`src/verilog/csst_pkg.sv`:
```
/*
 * constants for the clock source select, start-up timer and rc trim block.
 * assumes fuse values arrive raw, 0 meaning programmed.
 */
package csst_pkg;
  // clock source fuse patterns
  localparam logic [3:0] SRC_RC4_A = 4'h2;
  localparam logic [3:0] SRC_RC4_B = 4'h3;
  localparam logic [3:0] SRC_RC8_A = 4'h4;
  localparam logic [3:0] SRC_RC8_B = 4'h5;
  localparam logic [2:0] BAND_LO = 3'h4;
  localparam logic [2:0] BAND_MID = 3'h5;
  localparam logic [2:0] BAND_HI = 3'h6;
  localparam logic [2:0] BAND_TOP = 3'h7;
  localparam logic [1:0] SUT_0 = 2'h0;
  localparam logic [1:0] SUT_1 = 2'h1;
  localparam logic [1:0] SUT_2 = 2'h2;
  localparam logic [1:0] SUT_3 = 2'h3;
  localparam logic FUSE_PROG = 1'b0;
  // oscillator cycle counts on wake-up, plus the extra count added after reset only
  localparam int CK_SHORT = 258;
  localparam int CK_MID = 1024;
  localparam int CK_RC = 6;
  localparam int CK_RST_EXTRA = 14;
  // watchdog oscillator cycles for the reset time-out
  localparam int WDT_SHORT = 512;
  // prescaler reset values
  localparam logic [3:0] PS_DIV8 = 4'h3;
  localparam logic [3:0] PS_DIV1 = 4'h0;
  // trim register and start-up counter widths
  localparam int TRIM_W = 7;
  localparam int CNT_W = 20;
  typedef enum logic [1:0] {
    XB_LO,
    XB_MID,
    XB_HI,
    XB_TOP
  } csst_band_t;
  typedef enum {
    ST_WDT,
    ST_OSC,
    ST_RUN,
    ST_SLEEP
  } csst_state_t;
endpackage

```
`src/verilog/csst_clock_ctrl.sv`:
```
/*
 * clock source decode, start-up timing, prescaler reset value and rc trim.
 * assumes i_osc_tick pulses once per selected oscillator cycle and
 * i_wdt_tick once per watchdog oscillator cycle, both synchronous to mclk.
 */
`timescale 1ns/1ps
module csst_clock_ctrl #(
  parameter int CK_LONG = 16384,
  parameter int WDT_LONG = 8192
) (
  input wire logic I_MCLK,
  input wire logic I_SYS_RST,
  input wire logic [3:0] I_CLOCK_SOURCE_FUSES,
  input wire logic [1:0] I_STARTUP_TIME_FIELD,
  input wire logic I_DIV_BY_EIGHT_FUSE,
  input wire logic [6:0] I_FACTORY_CAL,
  input wire logic I_OSC_TICK,
  input wire logic I_WDT_TICK,
  input wire logic I_SLEEP_REQ,
  input wire logic I_WAKE_REQ,
  input wire logic I_TRIM_WE,
  input wire logic [7:0] I_TRIM_WDATA,
  output logic [7:0] O_TRIM_RDATA,
  output logic [6:0] O_RC_TRIM,
  output logic O_RC_SEL,
  output logic O_RC_8M,
  output logic O_XTAL_EN,
  output logic [1:0] O_XTAL_BAND,
  output logic O_CFG_RESERVED,
  output logic [3:0] O_PRESCALE_SELECT,
  output logic O_CLK_RUN,
  output logic O_NVM_RC_TIMEBASE
);

  typedef struct packed {
    csst_pkg::csst_state_t st;
    logic [csst_pkg::CNT_W-1:0] cnt;
    logic [csst_pkg::TRIM_W-1:0] trim;
    logic [3:0] ps;
    logic run;
    logic rc_sel;
    logic rc_8m;
    logic xtal_en;
    logic [1:0] band;
    logic rsvd;
  } csst_regs_t;

  csst_regs_t r_reg;
  csst_regs_t r_next;

  ////////////////////////////////////////////////////////////////////////////
  // fuse decode

  // wake-up oscillator cycles for the current fuse setting
  function automatic logic [csst_pkg::CNT_W-1:0] wake_ck(
    input logic [3:0] src, input logic [1:0] sut);
    logic [csst_pkg::CNT_W-1:0] n;
    n = csst_pkg::CNT_W'(csst_pkg::CK_RC);
    if (src[3]) begin
      if (!src[0] && (sut == csst_pkg::SUT_0 || sut == csst_pkg::SUT_1)) begin
        n = csst_pkg::CNT_W'(csst_pkg::CK_SHORT);
      end else if (src[0] && sut != csst_pkg::SUT_0) begin
        n = csst_pkg::CNT_W'(CK_LONG);
      end else begin
        n = csst_pkg::CNT_W'(csst_pkg::CK_MID);
      end
    end
    return n;
  endfunction

  // watchdog cycles added after reset; 0, short or long
  function automatic logic [csst_pkg::CNT_W-1:0] rst_wdt(
    input logic [3:0] src, input logic [1:0] sut);
    logic [1:0] k;
    k = 2'h2;
    if (src[3]) begin
      unique case ({src[0], sut})
        {1'b0, csst_pkg::SUT_0}: k = 2'h1;
        {1'b0, csst_pkg::SUT_1}: k = 2'h2;
        {1'b0, csst_pkg::SUT_2}: k = 2'h0;
        {1'b0, csst_pkg::SUT_3}: k = 2'h1;
        {1'b1, csst_pkg::SUT_0}: k = 2'h2;
        {1'b1, csst_pkg::SUT_1}: k = 2'h0;
        {1'b1, csst_pkg::SUT_2}: k = 2'h1;
        {1'b1, csst_pkg::SUT_3}: k = 2'h2;
      endcase
    end else if (sut != csst_pkg::SUT_3) begin
      k = sut;
    end
    unique case (k)
      2'h0: return '0;
      2'h1: return csst_pkg::CNT_W'(csst_pkg::WDT_SHORT);
      default: return csst_pkg::CNT_W'(WDT_LONG);
    endcase
  endfunction

  ////////////////////////////////////////////////////////////////////////////
  // next state

  logic [3:0] src;
  logic [1:0] sut;
  logic is_rc;
  logic is_rc8;
  assign src = I_CLOCK_SOURCE_FUSES;
  assign sut = I_STARTUP_TIME_FIELD;
  assign is_rc8 = src == csst_pkg::SRC_RC8_A || src == csst_pkg::SRC_RC8_B;
  assign is_rc = is_rc8 || src == csst_pkg::SRC_RC4_A ||
                 src == csst_pkg::SRC_RC4_B;

  always_comb begin
    r_next = r_reg;
    r_next.rc_sel = is_rc;
    r_next.rc_8m = is_rc8;
    r_next.xtal_en = src[3];
    unique case (src[3:1])
      csst_pkg::BAND_LO: r_next.band = csst_pkg::XB_LO;
      csst_pkg::BAND_MID: r_next.band = csst_pkg::XB_MID;
      csst_pkg::BAND_HI: r_next.band = csst_pkg::XB_HI;
      csst_pkg::BAND_TOP: r_next.band = csst_pkg::XB_TOP;
      default: r_next.band = csst_pkg::XB_LO;
    endcase
    // unsupported sources fall back to the rc timing table
    r_next.rsvd = (!src[3] && !is_rc) || (is_rc && sut == csst_pkg::SUT_3);
    // bit 7 is not stored and reads as zero
    if (I_TRIM_WE) begin
      r_next.trim = I_TRIM_WDATA[csst_pkg::TRIM_W-1:0];
    end
    unique case (r_reg.st)
      csst_pkg::ST_WDT: begin
        if (r_reg.cnt == '0) begin
          r_next.st = csst_pkg::ST_OSC;
          r_next.cnt = wake_ck(src, sut) +
                       csst_pkg::CNT_W'(csst_pkg::CK_RST_EXTRA);
        end else if (I_WDT_TICK) begin
          r_next.cnt = r_reg.cnt - 1'b1;
        end
      end
      csst_pkg::ST_OSC: begin
        if (I_OSC_TICK) begin
          if (r_reg.cnt <= csst_pkg::CNT_W'(1)) begin
            r_next.st = csst_pkg::ST_RUN;
            r_next.run = 1'b1;
          end else begin
            r_next.cnt = r_reg.cnt - 1'b1;
          end
        end
      end
      csst_pkg::ST_RUN: begin
        if (I_SLEEP_REQ) begin
          r_next.st = csst_pkg::ST_SLEEP;
          r_next.run = 1'b0;
        end
      end
      csst_pkg::ST_SLEEP: begin
        if (I_WAKE_REQ) begin
          r_next.st = csst_pkg::ST_OSC;
          r_next.cnt = wake_ck(src, sut);
        end
      end
    endcase
  end

  ////////////////////////////////////////////////////////////////////////////
  // registers

  always_ff @(posedge I_MCLK) begin
    if (I_SYS_RST) begin
      r_reg <= '0;
      r_reg.st <= csst_pkg::ST_WDT;
      r_reg.cnt <= rst_wdt(src, sut);
      r_reg.trim <= I_FACTORY_CAL;
      r_reg.ps <= (I_DIV_BY_EIGHT_FUSE == csst_pkg::FUSE_PROG) ?
                  csst_pkg::PS_DIV8 : csst_pkg::PS_DIV1;
    end else begin
      r_reg <= r_next;
    end
  end

  assign O_TRIM_RDATA = {1'b0, r_reg.trim};
  // trim drives the rc oscillator span
  assign O_RC_TRIM = r_reg.trim;
  assign O_RC_SEL = r_reg.rc_sel;
  assign O_RC_8M = r_reg.rc_8m;
  assign O_XTAL_EN = r_reg.xtal_en;
  assign O_XTAL_BAND = r_reg.band;
  assign O_CFG_RESERVED = r_reg.rsvd;
  assign O_PRESCALE_SELECT = r_reg.ps;
  assign O_CLK_RUN = r_reg.run;
  // memory timing always follows the trimmed rc
  assign O_NVM_RC_TIMEBASE = 1'b1;

  ////////////////////////////////////////////////////////////////////////////
  // checks

  // reset level as antecedent: no sampled history needed before time zero
  trim_load_a: assert property (@(posedge I_MCLK)
    I_SYS_RST |=> O_RC_TRIM == $past(I_FACTORY_CAL))
    else $error("trim not loaded at reset");
  trim_write_a: assert property (@(posedge I_MCLK)
    disable iff (I_SYS_RST)
    I_TRIM_WE |=> O_TRIM_RDATA == {1'b0, $past(I_TRIM_WDATA[6:0])})
    else $error("trim write lost");
  ps_reset_a: assert property (@(posedge I_MCLK)
    I_SYS_RST |=> O_PRESCALE_SELECT ==
      (($past(I_DIV_BY_EIGHT_FUSE) == csst_pkg::FUSE_PROG) ?
       csst_pkg::PS_DIV8 : csst_pkg::PS_DIV1))
    else $error("prescaler reset value wrong");
  gate_hold_a: assert property (@(posedge I_MCLK)
    disable iff (I_SYS_RST)
    O_CLK_RUN |-> r_reg.st == csst_pkg::ST_RUN)
    else $error("clock ran during start-up");
  reset_gate_a: assert property (@(posedge I_MCLK)
    I_SYS_RST |=> !O_CLK_RUN [*2])
    else $error("clock not gated after reset");
  rc_decode_a: assert property (@(posedge I_MCLK)
    disable iff (I_SYS_RST)
    $stable(I_CLOCK_SOURCE_FUSES) && I_CLOCK_SOURCE_FUSES[3:1] == 3'h2
    |=> O_RC_SEL && O_RC_8M)
    else $error("rc 8 MHz not selected");
  band_decode_a: assert property (@(posedge I_MCLK)
    disable iff (I_SYS_RST)
    I_CLOCK_SOURCE_FUSES[3] |=> O_XTAL_EN &&
      O_XTAL_BAND == $past(I_CLOCK_SOURCE_FUSES[2:1]))
    else $error("crystal band wrong");
  rc_wake_a: assert property (@(posedge I_MCLK)
    disable iff (I_SYS_RST)
    r_reg.st == csst_pkg::ST_SLEEP && I_WAKE_REQ && is_rc
    |=> r_reg.cnt == 20'h00006)
    else $error("rc wake count wrong");
  xtal_wake_a: assert property (@(posedge I_MCLK)
    disable iff (I_SYS_RST)
    r_reg.st == csst_pkg::ST_SLEEP && I_WAKE_REQ && src[3] && !src[0] &&
    !sut[1] |=> r_reg.cnt == 20'h00102)
    else $error("258 cycle wake wrong");
  sleep_gate_a: assert property (@(posedge I_MCLK)
    disable iff (I_SYS_RST)
    O_CLK_RUN && I_SLEEP_REQ |=> !O_CLK_RUN)
    else $error("clock not stopped on sleep");

endmodule

```
`config.mk`:
```
export PLATFORM = sky130hd
export DESIGN_NAME = csst_clock_ctrl
export DESIGN_NICKNAME = d
export VERILOG_FILES = /design/src/verilog/csst_pkg.sv /design/src/verilog/csst_clock_ctrl.sv
export SDC_FILE = /design/constraint.sdc
export NUM_CORES = 1
export LEC_CHECK = 0
export BUFFER_PORTS_ARGS = -buffer_cell sky130_fd_sc_hd__buf_2
export CAP_MARGIN = 20
export CORE_AREA = 2 2 70 72
export CTS_CLUSTER_SIZE = 20
export DETAILED_ROUTE_END_ITERATION = 7
export DIE_AREA = 0 0 72 74
export PLACE_DENSITY = 0.9
export SYNTH_ARGS = -nofsm -noshare
export SYNTH_HDL_FRONTEND = slang
export SYNTH_SLANG_ARGS = --single-unit
```
`constraint.sdc`:
```
create_clock -name I_MCLK -period 3.27 [get_ports I_MCLK]
set_input_delay 0.654 -clock I_MCLK [delete_from_list [all_inputs] [get_ports I_MCLK]]
set_output_delay 0.654 -clock I_MCLK [all_outputs]
set_load 0.005 [all_outputs]
```
Word level (Yosys, flattened, before mapping)
Memories as Yosys holds them, arrays and structs flattened.
Cells that the tools add are included.

storage, ports and cells
  flip-flop bits (word level) = 70
  ROM bits = 16
  bits of input ports = 29
  output and inout bits = 27
  word-level logic and storage cells = 87
  memories kept = 1

memories
  memory           words  width  rd ports  clocked after Yosys merged registers in  wr ports  line                   RTL
  (no name shown)  8      2      1         0                                        0         csst_clock_ctrl.sv:77  unique case ({src[0], sut})

operators by class
  $add $sub $neg = 2
  $lt $le $gt $ge = 1
  eq/ne operators = 23
  mux-type cells = 27
  reduce and logical (&&, ||, !) cells = 23

operator list
  cell                     count
  $mux W20                 7
  $pmux W32 S4             1
  $mux W52                 2
  $mux W32                 3
  $eq A32 B2 Y1 const B    2
  $pmux W20 S3             1
  $mux W38                 1
  $eq A32 B1 Y1 const B    1
  $logic_not A32 Y1        1
  $pmux W14 S2             1
  $add A20 B4 Y20 const B  1
  $le A20 B1 Y1 const B    1
  $logic_not A20 Y1        1
  $sub A20 B1 Y20 const B  1
  $mux W15                 1
  $ne A2 B2 Y1 const B     6
  $reduce_and A5 Y1        2
  $eq A3 B3 Y1 const B     3
  $ne A3 B3 Y1 const B     3
  $eq A4 B2 Y1 const B     2
  $eq A4 B3 Y1 const B     2
  $mux W2                  4
  $mux W7                  1
  $pmux W2 S3              1
  other kinds (12)         27

Depth between registers and ports, before layout
Gate-level depths: netlist of the first run.

  depth in word-level cells = 11
  gate-level depth with buffers = 7
  depth with buffers taken out = 7

Least setup slack after synthesis of the first run
OpenSTA, ideal clock, no wires.

  path kind = register to register
  start = register r_reg[34] (netlist name)
  end = register r_reg[18] (netlist name) (enable)
  library setup time = 0.377 ns
  data arrival time = 1.980 ns
  required time = 2.893 ns
  slack = 0.913 ns
  stages on the path, launching flop included = 6
  path buffers = 0
  clock period less this slack = 2.357 ns
  cells stage by stage = edfxtp_1 > nor4_1 > nand4_4 > nor2_1 > or3b_2 > a41o_1

on the way
  cells in the longest elaborated chain, start to end = 3
  elaborated cells between the ends (all ways) = 5
  those cells by class = order compare (1); eq/ne (2); reduce/logical (2)

RTL lines
  element                                                 line                                            RTL
  start: declaration                                      csst_clock_ctrl.sv:48                           csst_regs_t r_reg;
  start signal: assignment                                csst_clock_ctrl.sv:175                          r_reg <= r_next;
  $le A20 B1 Y1 or $logic_not A20 Y1 (tied branches)      csst_clock_ctrl.sv:140, csst_clock_ctrl.sv:130
  $ne A3 B3 Y1 (no line) or $ne A4 B4 Y1 (tied branches)  n/a
  $reduce_and A5 Y1 (no line) (*)                         n/a

Every way passes the cells marked *; elsewhere a longest branch is shown, timed or not.
A chain may end at the register's enable or synchronous reset.

Final worst setup path of the first run
  start = register r_reg[35] (netlist name)
  end = register r_reg[32] (netlist name), data pin

on the way
  cells in the longest elaborated chain, start to end = 4

RTL lines
  element            line                    RTL
  $logic_not A20 Y1  csst_clock_ctrl.sv:130  if (r_reg.cnt == '0) begin
  $mux W20           csst_clock_ctrl.sv:130
  $pmux W20 S3       csst_clock_ctrl.sv:128  unique case (r_reg.st)
  $mux W38           csst_clock_ctrl.sv:167  if (I_SYS_RST) begin

No other way between the ends.

==> results of run 1 <==
==> where the power goes <==
part	internal, W	switching [W]	total, W
sequential	0.000610	0.0000986	0.000709
clock	0.000242	0.000170	0.000412
combinational	0.000185	0.000214	0.000399
total	0.00104	0.000483	0.00152
==> through the flow <==
step                      power, W  cell area, sq um  setup WS, ns
final                      0.00152              2660         0.801
after global routing       0.00159              2660         0.648
after CTS                  0.00152              2660         0.804
after detailed placement   0.00111              2540         0.825
after global placement     0.00109              2540         0.873
after floorplan            0.00102              2390         0.913
==> synth_stat cells (all sizes together), types with 2 or more instances <==
cell type and number:
and2 3, o32ai 2, a21oi 10, nor2 23, mux2 8, dfxtp 9
nor4 7, edfxtp 28, nor2b 2, nor3b 2, inv 10, nand2b 3
or3 3, mux2i 2, clkbuf 5, o31ai 2, xnor2 10, o21ai 12
nand3 2, ha 12, o21bai 2, a31oi 2, nand2 21, buf 24
nor3 10, xor2 6, conb 2
==> layer usage <==
metal  wire length [microns]  track usage  vias up
met1                    2040        0.227      829
li1                        -            -      867
met2                    2580        0.352       66
met3                     256       0.0379       12
met4                     104       0.0797        0
met5                       0            0        -
==> worst min-delay path by stage <==
stage                           start                      to  slack (ns)  cells past startpoint
2_1_floorplan  r_reg[39]$_SDFFE_PP0P_  r_reg[39]$_SDFFE_PP0P_        0.47                      2
3_3_place_gp   r_reg[39]$_SDFFE_PP0P_  r_reg[39]$_SDFFE_PP0P_        0.48                      2
3_5_place_dp   r_reg[39]$_SDFFE_PP0P_  r_reg[39]$_SDFFE_PP0P_        0.50                      2
4_1_cts        r_reg[39]$_SDFFE_PP0P_  r_reg[39]$_SDFFE_PP0P_        0.51                      2
5_1_grt        r_reg[39]$_SDFFE_PP0P_  r_reg[39]$_SDFFE_PP0P_        0.56                      2
6_report       r_reg[39]$_SDFFE_PP0P_  r_reg[39]$_SDFFE_PP0P_        0.51                      2
==> layout by cell type (no fill, tap or decap), types with 3 or more instances in the layout <==
cell / Yosys / final
sky130_fd_sc_hd__mux2_2: 7 / 7
sky130_fd_sc_hd__conb_1: 2 / 4
sky130_fd_sc_hd__clkbuf_8: 0 / 5
sky130_fd_sc_hd__dfxtp_1: 9 / 9
sky130_fd_sc_hd__buf_2: 0 / 50
sky130_fd_sc_hd__edfxtp_1: 28 / 28
sky130_fd_sc_hd__inv_1: 10 / 10
sky130_fd_sc_hd__xnor2_1: 10 / 10
sky130_fd_sc_hd__nor3_1: 10 / 10
sky130_fd_sc_hd__ha_1: 12 / 12
sky130_fd_sc_hd__xor2_1: 6 / 6
sky130_fd_sc_hd__nor2_1: 23 / 23
sky130_fd_sc_hd__or3_1: 3 / 3
sky130_fd_sc_hd__o21ai_0: 11 / 11
sky130_fd_sc_hd__a21oi_1: 10 / 10
sky130_fd_sc_hd__nor4_2: 3 / 3
sky130_fd_sc_hd__buf_4: 22 / 3
sky130_fd_sc_hd__nand2b_1: 3 / 3
sky130_fd_sc_hd__nand2_1: 21 / 21
==> cells by family (layout without fill, tap and decap cells) <==
logic type      after synthesis  after routing
other cells                   2              4
mux                          10             10
simple gates                 83             83
xor+xnor                     16             16
fa+ha+maj                    12             12
compound gates               36             36
flops                        37             37
buf+inv                      39             71
==> worst min-delay path: stages (launching register included) <==
cell,delay (ns)
sky130_fd_sc_hd__dfxtp_1,0.35
sky130_fd_sc_hd__nand2_1,0.07
sky130_fd_sc_hd__mux2i_1,0.06
==> layout make-up <==
type / instances / area (sq um) / share of cell area
Multi-Input combinational cell: 161 / 1140 / 0.428
Sequential cell: 37 / 1020 / 0.384
Timing Repair Buffer: 53 / 273 / 0.103
Clock buffer: 7 / 119 / 0.0447
Tap cell: 54 / 67.6 / 0.0254
Inverter: 10 / 37.5 / 0.0141
Clock inverter: 1 / 5.00 / 0.00188
==> flow_summary_export.csv, run 1 <==
group,metric,value,unit
run_status,run_status,"finished clean",
detailed_routing,route.vias.total,1774,
floorplanning,fp.coreArea,0.00460,sq mm
floorplanning,die_height,74,microns
timing,setup-violations-final,0,
detailed_routing,detail-route-antenna-nets,0,
critical_path,cp_max_fo,14,
synth,mappedNetlistArea,0.00239,sq mm
synth,post_synth_fa_ha_maj_area_fraction,0.0629,
timing,fin_tns_setup,0,ns
floorplanning,die-width,72,microns
detailed_routing,detail_route.wirelength,4980,microns
timing,worst_pin_slew,0.620,ns
timing,hold_violations,0,
timing,final_max_slew_viol_count,0,
synth,synth_top_cells_by_area,"sky130_fd_sc_hd__edfxtp_1 (35%), sky130_fd_sc_hd__dfxtp_1 (7.5%), sky130_fd_sc_hd__buf_4 (6.9%), sky130_fd_sc_hd__ha_1 (6.3%), sky130_fd_sc_hd__xnor2_1 (3.7%)",
critical_path,reg2reg_from,"r_reg[35]$_SDFFCE_PP0P_",
synth,syn_area_per_cell,10.2,sq um
detailed_routing,detailedRoute.firstPassIterationCount,5,
finish,finalNetCount,309,
clock_network,clkSlewWorstSetupHoldPaths,0.08,ns
critical_path,critical_path.slowest_cell,"sky130_fd_sc_hd__nor4_1",
finish,final-instance-count-excl-fill,323,
floorplanning,num_io_pins,56,
detailed_routing,avgViaCountPerCell,5.49,
critical_path,critical_path_buf_inv_count,0,
critical_path,arrival,2.48,ns
detailed_routing,detail_route.iter0.violations,110,
floorplanning,start_util,0.519,
critical_path,timing.critical_path.slowest_cell_delay,0.60,ns
synth,ys_seq_area_frac,0.428,
timing,fin_worst_hold_slack,0.514,ns
power,power_density_normalized_to_cell_area,571,mW/mm^2
critical_path,timing_worst_setup_path_type,"flop to flop",
timing,min_period_over_period,0.755,
critical_path,crit_path_capture,"r_reg[32]$_SDFFCE_PP0P_",
synth,synthSimpleGateAreaFrac,0.201,
synth,synth_top_area_share,0.352,
timing,final.min_clock_period,2.47,ns
synth,synthXorXnorAreaFrac,0.0587,
clock_network,clock_tree_from_tritoncts,"yes",
critical_path,family_with_the_most_delay_on_the_worst_path,"simple AND/OR/NAND/NOR gates",
critical_path,critPathLaunch,"r_reg[35]$_SDFFCE_PP0P_",
global_routing,global_route.usage.total,0.194,
critical_path,crit_path_start_kind,"flop",
finish,final_core_utilization,0.579,
global_routing,grt_start_max_net_pins,24,
critical_path,crit_path_end_kind,"flop",
synth,synth_mux_area_frac,0.0477,
clock_network,h-tree-depth,2,
critical_path,reg2reg_setup_slack,0.80,ns
finish,diodes,0,
critical_path,worst-r2r-cell-count,5,
synth,synth_seq_cells,37,
clock_network,cts_hold_buf,0,
detailed_routing,route.detailed.drc,0,
synth,synth_top_cell_by_area,"sky130_fd_sc_hd__edfxtp_1",
global_routing,grt-ovfl-total,0,
timing,grt_setup_unrepaired,"false",
hold_path,hold_path_class,"flop to flop",
finish,largest_reg_flops,22,
global_routing,via_count_of_the_first_global_routing_pass,1709,
placed_design,routabilityCongestion,0.847,
synth,synth_cell_type_count,49,
placed_design,io_buffer_count,50,
clock_network,cts_setup_buffers,0,
synth,synth_compound_area_frac,0.100,
critical_path,crit_path_cell_trace,"nor4_1, and4_2, a21oi_1, o21ai_2, o32ai_1",
finish,fillCellCount,381,
critical_path,crit_cells,5,
synth,synth_top_family_by_area,"simple AND/OR/NAND/NOR gates",
synth,count_of_flip_flops_with_a_built_in_enable_after_synthesis,28,
finish,final_layout_size_suffix_gt1_frac,0.305,
synth,yosysWarningCount,0,
detailed_routing,avgRoutedWirePerCell,15.4,microns
global_routing,antenna_found_initial,0,
clock_network,clock-root-buffer,"sky130_fd_sc_hd__clkbuf_8",
power,static-leakage-power,1.10,nW
timing,worst_clock_skew,0.00873,ns
synth,synth_async_sr_flop_share,0,
clock_network,clock_path_buffers,2,
critical_path,required,3.28,ns
floorplanning,floorplan.die_area,0.00533,sq mm
synth,postSynth.topFlopCell,"sky130_fd_sc_hd__edfxtp_1",
global_routing,grt_first_pass_wirelength,7980,microns
run,drv_cap,0,
clock_network,cts_inserted_buffers,5,
clock_network,worstSkewPairLatency,0.30,ns
placed_design,dp.cells,315,
power,irDropWorstVdd,409,uV
synth,syn_inst,235,
clock_network,number_of_sinks_on_the_clock_net,37,
critical_path,rr_endpoint,"r_reg[32]$_SDFFCE_PP0P_",
clock_network,post_cts_resize_count,0,
placed_design,detailedPlacementHpwl,3590,microns
floorplanning,floorplan.rows,25,
timing,maximum_clock_rate,405,MHz
finish,area.growth.synth_to_final,11.4,%
timing,relSlewSlack,0.583,
No activity file was read; power rests on OpenSTA's default activity.
==> inputs of run 2 (changes only) <==
ABC_AREA = 1   (was not set)
CORE_AREA = 2 2 74 76   (was 2 2 70 72)
DIE_AREA = 0 0 76 78   (was 0 0 72 74)
PLACE_DENSITY = 0.87   (was 0.9)
clock period = 2 ns   (was 3.27 ns; I/O delays follow)
==> run 2 against run 1 <==
Die area is 11% higher. Utilization shrank 2.7 points. Register-to-register slack worse by 0.66 ns. Cell count up 28%. Highest routed layer unchanged. Largest power group is now combinational logic. Clock-buffer cell count decreased by 2. Largest cell class unchanged. Synthesized cell count is 29% higher. Global-route usage is 2.6 points lower. Flip-flop and latch count unchanged. Clock skew barely moved. Worst setup slack worse by 0.66 ns.
==> flow_summary_export.csv, run 2 <==
group,metric,value,unit
detailed_routing,detail_route.wirelength,4850,microns
run_status,run_status,"finished clean",
critical_path,timing.critical_path.slowest_cell_delay,0.45,ns
floorplanning,floorplan.rows,26,
timing,fin_worst_hold_slack,0.332,ns
timing,final_max_slew_viol_count,0,
finish,layout_commonest_cell,"sky130_fd_sc_hd__nand2_1",
global_routing,antenna_found_initial,0,
power,power_density_normalized_to_cell_area,1210,mW/mm^2
clock_network,h-tree-depth,2,
detailed_routing,route.vias.total,1956,
synth,synth_top_area_share,0.345,
finish,fillCellCount,444,
critical_path,cpMostUsedCell,"sky130_fd_sc_hd__nand2_1",
critical_path,required,2.05,ns
synth,synth_top_family_by_area,"simple AND/OR/NAND/NOR gates",
synth,synth_seq_cells,37,
floorplanning,floorplan.die_area,0.00593,sq mm
floorplanning,num_io_pins,56,
detailed_routing,avgViaCountPerCell,4.74,
synth,synth_compound_area_frac,0.0632,
power,irDropWorstVdd,596,uV
synth,syn_inst,302,
finish,most-common-layout-cells,"sky130_fd_sc_hd__nand2_1 (68), sky130_fd_sc_hd__buf_2 (50), sky130_fd_sc_hd__nor2_1 (40)",
synth,synth_most_common_cell,"sky130_fd_sc_hd__nand2_1",
placed_design,dp.cells,405,
clock_network,number_of_sinks_on_the_clock_net,37,
synth,synthXorXnorAreaFrac,0.0576,
synth,postSynth.topFlopCell,"sky130_fd_sc_hd__edfxtp_1",
timing,hold_violations,0,
detailed_routing,detail_route.iter0.violations,102,
timing,worst_slack,0.137,ns
run,drv_cap,0,
clock_network,cts_hold_buf,0,
clock_network,clock-root-buffer,"sky130_fd_sc_hd__clkbuf_8",
critical_path,cp_max_fo,4,
synth,synth_async_sr_flop_share,0,
finish,finalNetCount,383,
detailed_routing,detailedRoute.firstPassIterationCount,4,
critical_path,timing_worst_setup_path_type,"flop to flop",
finish,final-instance-count-excl-fill,413,
synth,synth_top_cell_by_area,"sky130_fd_sc_hd__edfxtp_1",
timing,min_period_over_period,0.931,
global_routing,grt_start_max_net_pins,21,
synth,post_synth_fa_ha_maj_area_fraction,0.0617,
hold_path,min_to,"O_PRESCALE_SELECT[0]$_DFFE_PP_",
finish,area.growth.synth_to_final,14.3,%
placed_design,routabilityCongestion,0.891,
timing,final.min_clock_period,1.86,ns
floorplanning,start_util,0.483,
clock_network,clkSlewWorstSetupHoldPaths,0.08,ns
critical_path,worst-r2r-cell-count,9,
hold_path,hold_path_class,"primary input to flop",
placed_design,detailedPlacementHpwl,3770,microns
detailed_routing,avgRoutedWirePerCell,11.8,microns
clock_network,clock_path_buffers,2,
floorplanning,die_height,78,microns
power,total_power,0.00337,W
critical_path,crit_path_start_kind,"flop",
clock_network,post_cts_resize_count,0,
synth,synth_mux_area_frac,0,
detailed_routing,route.detailed.drc,0,
critical_path,reg2reg_from,"r_reg[26]$_SDFFCE_PP0P_",
critical_path,reg2reg_setup_slack,0.14,ns
clock_network,cts_setup_buffers,0,
synth,yosysWarningCount,0,
critical_path,rr_endpoint,"r_reg[31]$_DFFE_PP_",
critical_path,crit_path_end_kind,"flop",
clock_network,worstSkewPairLatency,0.30,ns
finish,final_core_utilization,0.552,
synth,post_synth_most_frequent_cells,"sky130_fd_sc_hd__nand2_1 (69), sky130_fd_sc_hd__nor2_1 (42), sky130_fd_sc_hd__inv_1 (33)",
synth,synthSimpleGateAreaFrac,0.263,
critical_path,crit_path_cell_trace,"or2_2, nor2_1, nand2_1, nor2_2, nand2_1, nand2_1, inv_1, nand2_1, o21ai_0",
synth,ys_seq_area_frac,0.419,
critical_path,critical_path.slowest_cell,"sky130_fd_sc_hd__edfxtp_1",
placed_design,io_buffer_count,50,
floorplanning,fp.coreArea,0.00504,sq mm
finish,diodes,0,
placed_design,dpl_worst_slack,0.139,ns
critical_path,arrival,1.91,ns
timing,worst_clock_skew,0.00918,ns
clock_network,clock_tree_from_tritoncts,"yes",
global_routing,grt-ovfl-total,0,
finish,final_layout_size_suffix_gt1_frac,0.248,
global_routing,grt_first_pass_wirelength,8090,microns
timing,maximum_clock_rate,537,MHz
detailed_routing,detail-route-antenna-nets,0,
synth,synth_top_cells_by_area,"sky130_fd_sc_hd__edfxtp_1 (35%), sky130_fd_sc_hd__nand2_1 (11%), sky130_fd_sc_hd__dfxtp_1 (7.4%), sky130_fd_sc_hd__buf_4 (6.8%), sky130_fd_sc_hd__nor2_1 (6.5%)",
hold_path,hold_start,"I_DIV_BY_EIGHT_FUSE",
timing,setup-violations-final,0,
synth,mappedNetlistArea,0.00243,sq mm
floorplanning,die-width,76,microns
finish,largest_reg_flops,22,
synth,synth_cell_type_count,30,
hold_path,hold_depth,2,
global_routing,via_count_of_the_first_global_routing_pass,1865,
synth,count_of_flip_flops_with_a_built_in_enable_after_synthesis,28,
clock_network,cts_inserted_buffers,5,
power,static-leakage-power,1.32,nW
synth,syn_area_per_cell,8.06,sq um
global_routing,global_route.usage.total,0.169,
==> run 2: report_power, final <==
group          switching, W  internal (W)  total (W)
logic              0.000816      0.000553    0.00137
clock network      0.000290      0.000374   0.000664
registers          0.000210       0.00113    0.00134
total               0.00132       0.00206    0.00337
==> run 2: stage by stage <==
step,TNS [ns],instance area [sq um]
after floorplan,0,2440
after global placement,0,2660
after detailed placement,0,2660
after CTS,0,2780
after global routing,-0.0630,2780
final,0,2780
==> run 2: logic make-up (layout without fill, tap and decap cells) <==
family / count (synthesis) / in the layout
simple gates: 147 / 147
buf+inv: 61 / 100
flops: 37 / 37
compound gates: 27 / 27
xor+xnor: 16 / 16
fa+ha+maj: 12 / 12
other cells: 2 / 4
==> run 2: critical path: cells and delay by family, from the launching register on <==
kind,cells,cell delay (ns)
compound gates,1,0.08
buf+inv,1,0.04
flops,1,0.45
simple gates,7,1.05
==> run 2: cell type report <==
type,instances,area [sq um],share of cell area
tap,70,87.6,0.0315
timing repair buffer,58,323,0.116
clock inverter,3,45.0,0.0162
sequential,37,1020,0.367
multi-input combinational,206,1110,0.399
clock buffer,5,68.8,0.0247
inverter,34,128,0.0459
==> run 2: metal layers <==
metal / GRT usage / part of all wire
met4: 0.0582 / 0.012
met2: 0.315 / 0.55
met5: 0 / 0
met1: 0.190 / 0.40
met3: 0.0360 / 0.033
==> run 2: how the worst max path moves through the flow <==
stage / from / end / slack (ns) / cells after the start
after detailed placement: r_reg[18]$_SDFFCE_PP0P_ / r_reg[37]$_SDFFCE_PP0P_ / 0.14 / 9
after CTS: r_reg[18]$_SDFFCE_PP0P_ / r_reg[37]$_SDFFCE_PP0P_ / 0.1 / 9
after global routing: r_reg[31]$_DFFE_PP_ / r_reg[25]$_SDFFCE_PP0P_ / -0.01 / 9
final: r_reg[26]$_SDFFCE_PP0P_ / r_reg[31]$_DFFE_PP_ / 0.14 / 9
after global placement: r_reg[18]$_SDFFCE_PP0P_ / r_reg[37]$_SDFFCE_PP0P_ / 0.19 / 9
after floorplan: r_reg[18]$_SDFFCE_PP0P_ / r_reg[18]$_SDFFCE_PP0P_ / 0.05 / 8
==> inputs of run 3 (changes only) <==
REMOVE_ABC_BUFFERS = 1   (was not set)
SETUP_SLACK_MARGIN = 0.2   (was not set)
==> run 3 against run 2 <==
Total power grew 14%. Highest routed layer unchanged. Critical path depth grew 1. Critical endpoint is now r_reg[18]$_SDFFCE_PP0P_. Utilization grew 5.3 points. Via count grew 9.5%. Largest power group unchanged. Clock skew shrank 0.0045 ns. Sequential share of layout area shrank 3.2 points. Critical path type unchanged.
==> flow_summary_export.csv, run 3 (synthesis results as in run 2) <==
group,metric,value,unit
floorplanning,num_io_pins,56,
run_status,run_status,"finished clean",
detailed_routing,route.vias.total,2141,
placed_design,io_buffer_count,50,
finish,layout_commonest_cell,"sky130_fd_sc_hd__nand2_1",
critical_path,crit_path_end_kind,"flop",
detailed_routing,avgRoutedWirePerCell,13.7,microns
floorplanning,floorplan.die_area,0.00593,sq mm
finish,largest_reg_flops,22,
floorplanning,die-width,76,microns
critical_path,timing_worst_setup_path_type,"flop to flop",
finish,final_layout_size_suffix_gt1_frac,0.323,
timing,fin_tns_setup,0,ns
clock_network,clock_tree_from_tritoncts,"yes",
critical_path,required,2.02,ns
clock_network,number_of_sinks_on_the_clock_net,37,
detailed_routing,detail_route.iter0.violations,154,
timing,worst_clock_skew,0.00463,ns
timing,maximum_clock_rate,524,MHz
global_routing,gr-max-usage-layer,"met2",
clock_network,clock-root-buffer,"sky130_fd_sc_hd__clkbuf_8",
hold_path,min_to,"O_PRESCALE_SELECT[0]$_DFFE_PP_",
floorplanning,floorplan.rows,26,
timing,hold_violations,0,
clock_network,cts_hold_buf,0,
hold_path,hold_depth,2,
hold_path,hold_path_class,"primary input to flop",
critical_path,crit_path_start_kind,"flop",
global_routing,grt-ovfl-total,0,
detailed_routing,detailedRoute.firstPassIterationCount,4,
detailed_routing,avgViaCountPerCell,4.99,
clock_network,worstSkewPairLatency,0.30,ns
finish,diodes,0,
detailed_routing,route.detailed.drc,0,
timing,final.min_clock_period,1.91,ns
critical_path,cp_max_fo,5,
global_routing,via_count_of_the_first_global_routing_pass,1953,
run,drv_cap,0,
critical_path,rr_endpoint,"r_reg[18]$_SDFFCE_PP0P_",
detailed_routing,detail_route.wirelength,5890,microns
placed_design,detailed_place.area,0.00266,sq mm
finish,final-instance-count-excl-fill,429,
placed_design,dp.cells,405,
clock_network,clock_path_buffers,2,
clock_network,h-tree-depth,2,
global_routing,global_route.usage.total,0.175,
finish,area.growth.synth_to_final,25.2,%
global_routing,grt_start_max_net_pins,21,
hold_path,hold_start,"I_DIV_BY_EIGHT_FUSE",
finish,finalInstanceArea,0.00305,sq mm
critical_path,reg2reg_from,"r_reg[18]$_SDFFCE_PP0P_",
finish,final-seq-area,0.00102,sq mm
timing,min_period_over_period,0.953,
global_routing,globalRouteMet1Util,0.194,
finish,finalNetCount,399,
placed_design,routabilityCongestion,0.873,
critical_path,reg2reg_setup_slack,0.09,ns
clock_network,clkSlewWorstSetupHoldPaths,0.08,ns
timing,final_max_slew_viol_count,0,
power,irDropWorstVdd,666,uV
clock_network,cts_inserted_buffers,5,
timing,grt_setup_unrepaired,"true",
global_routing,grt_met3_use,0.0337,
global_routing,use_met2,0.320,
critical_path,arrival,1.93,ns
floorplanning,die_height,78,microns
critical_path,worst-r2r-cell-count,10,
finish,fillCellCount,386,
floorplanning,fp.coreArea,0.00504,sq mm
global_routing,grt_first_pass_wirelength,8330,microns
detailed_routing,detail-route-antenna-nets,0,
power,static-leakage-power,1.44,nW
floorplanning,start_util,0.483,
placed_design,detailedPlacementHpwl,3770,microns
global_routing,antenna_found_initial,0,
finish,final_core_utilization,0.604,
timing,setup-violations-final,0,
power,power_density_normalized_to_cell_area,1270,mW/mm^2
finish,most-common-layout-cells,"sky130_fd_sc_hd__nand2_1 (67), sky130_fd_sc_hd__buf_2 (50), sky130_fd_sc_hd__nor2_1 (36)",
finish,multiInputGateArea,0.00120,sq mm
## run 3: area by class of cell
type | count | share of cell area
multi-input cells | 206 | 0.395
clock buffers | 5 | 0.0226
inverters | 34 | 0.0427
repair inverters | 1 | 0.00246
flip-flops and latches | 37 | 0.335
clock inverters | 3 | 0.0152
well taps | 70 | 0.0287
repair buffers | 73 | 0.158
## run 3: per-layer routing
layer,vias up,wire length [microns]
met5,-,0
met4,0,115
met3,10,291
met2,78,3210
met1,1007,2280
li1,1046,-
## run 3: timing repair
| action | CTS | global route |
|---|---|---|
| pin swaps | 0 | 11 |
| cloned | 0 | 4 |
| resized for setup | 4 | 27 |
| setup endpoints to repair | 33 | 39 |
| buffers inserted | 0 | 12 |
## run 3: report_power, final
part	internal [W]	total [W]	switching, W
logic	0.000822	0.00185	0.00102
clock network	0.000373	0.000660	0.000287
registers	0.00113	0.00135	0.000218
total	0.00233	0.00386	0.00153
## run 3: how the worst max path moves through the flow
| stage | from | to | slack, ns |
|---|---|---|---|
| finish | r_reg[18]$_SDFFCE_PP0P_ | r_reg[18]$_SDFFCE_PP0P_ | 0.09 |
| global route | r_reg[18]$_SDFFCE_PP0P_ | r_reg[20]$_SDFFCE_PP0P_ | 0.03 |
| CTS | r_reg[18]$_SDFFCE_PP0P_ | r_reg[35]$_SDFFCE_PP0P_ | 0.17 |
| detailed placement | r_reg[31]$_DFFE_PP_ | r_reg[34]$_SDFFCE_PP0P_ | 0.1 |
| global placement | r_reg[31]$_DFFE_PP_ | r_reg[33]$_SDFFCE_PP0P_ | 0.19 |
| floorplan | r_reg[18]$_SDFFCE_PP0P_ | r_reg[18]$_SDFFCE_PP0P_ | -0.14 |
## run 3: per-stage QoR
step                      hold WS, ns  power (W)  setup WS [ns]
after floorplan                 0.475    0.00227         -0.140
after global placement          0.461    0.00261          0.185
after detailed placement        0.472    0.00268         0.0962
after CTS                       0.336    0.00339          0.173
after global routing            0.335    0.00410         0.0309
final                           0.338    0.00386         0.0933
## run 3: worst max-delay path, cell delays in order, from the launching register on
cell and delay [ns]:
sky130_fd_sc_hd__edfxtp_1 0.44, sky130_fd_sc_hd__buf_6 0.16, sky130_fd_sc_hd__ha_4 0.15, sky130_fd_sc_hd__inv_2 0.04
sky130_fd_sc_hd__nor2_1 0.03, sky130_fd_sc_hd__nand3_1 0.11, sky130_fd_sc_hd__nand2_1 0.10, sky130_fd_sc_hd__a21oi_2 0.19
sky130_fd_sc_hd__nand3_2 0.11, sky130_fd_sc_hd__nand2_4 0.15, sky130_fd_sc_hd__clkbuf_16 0.16
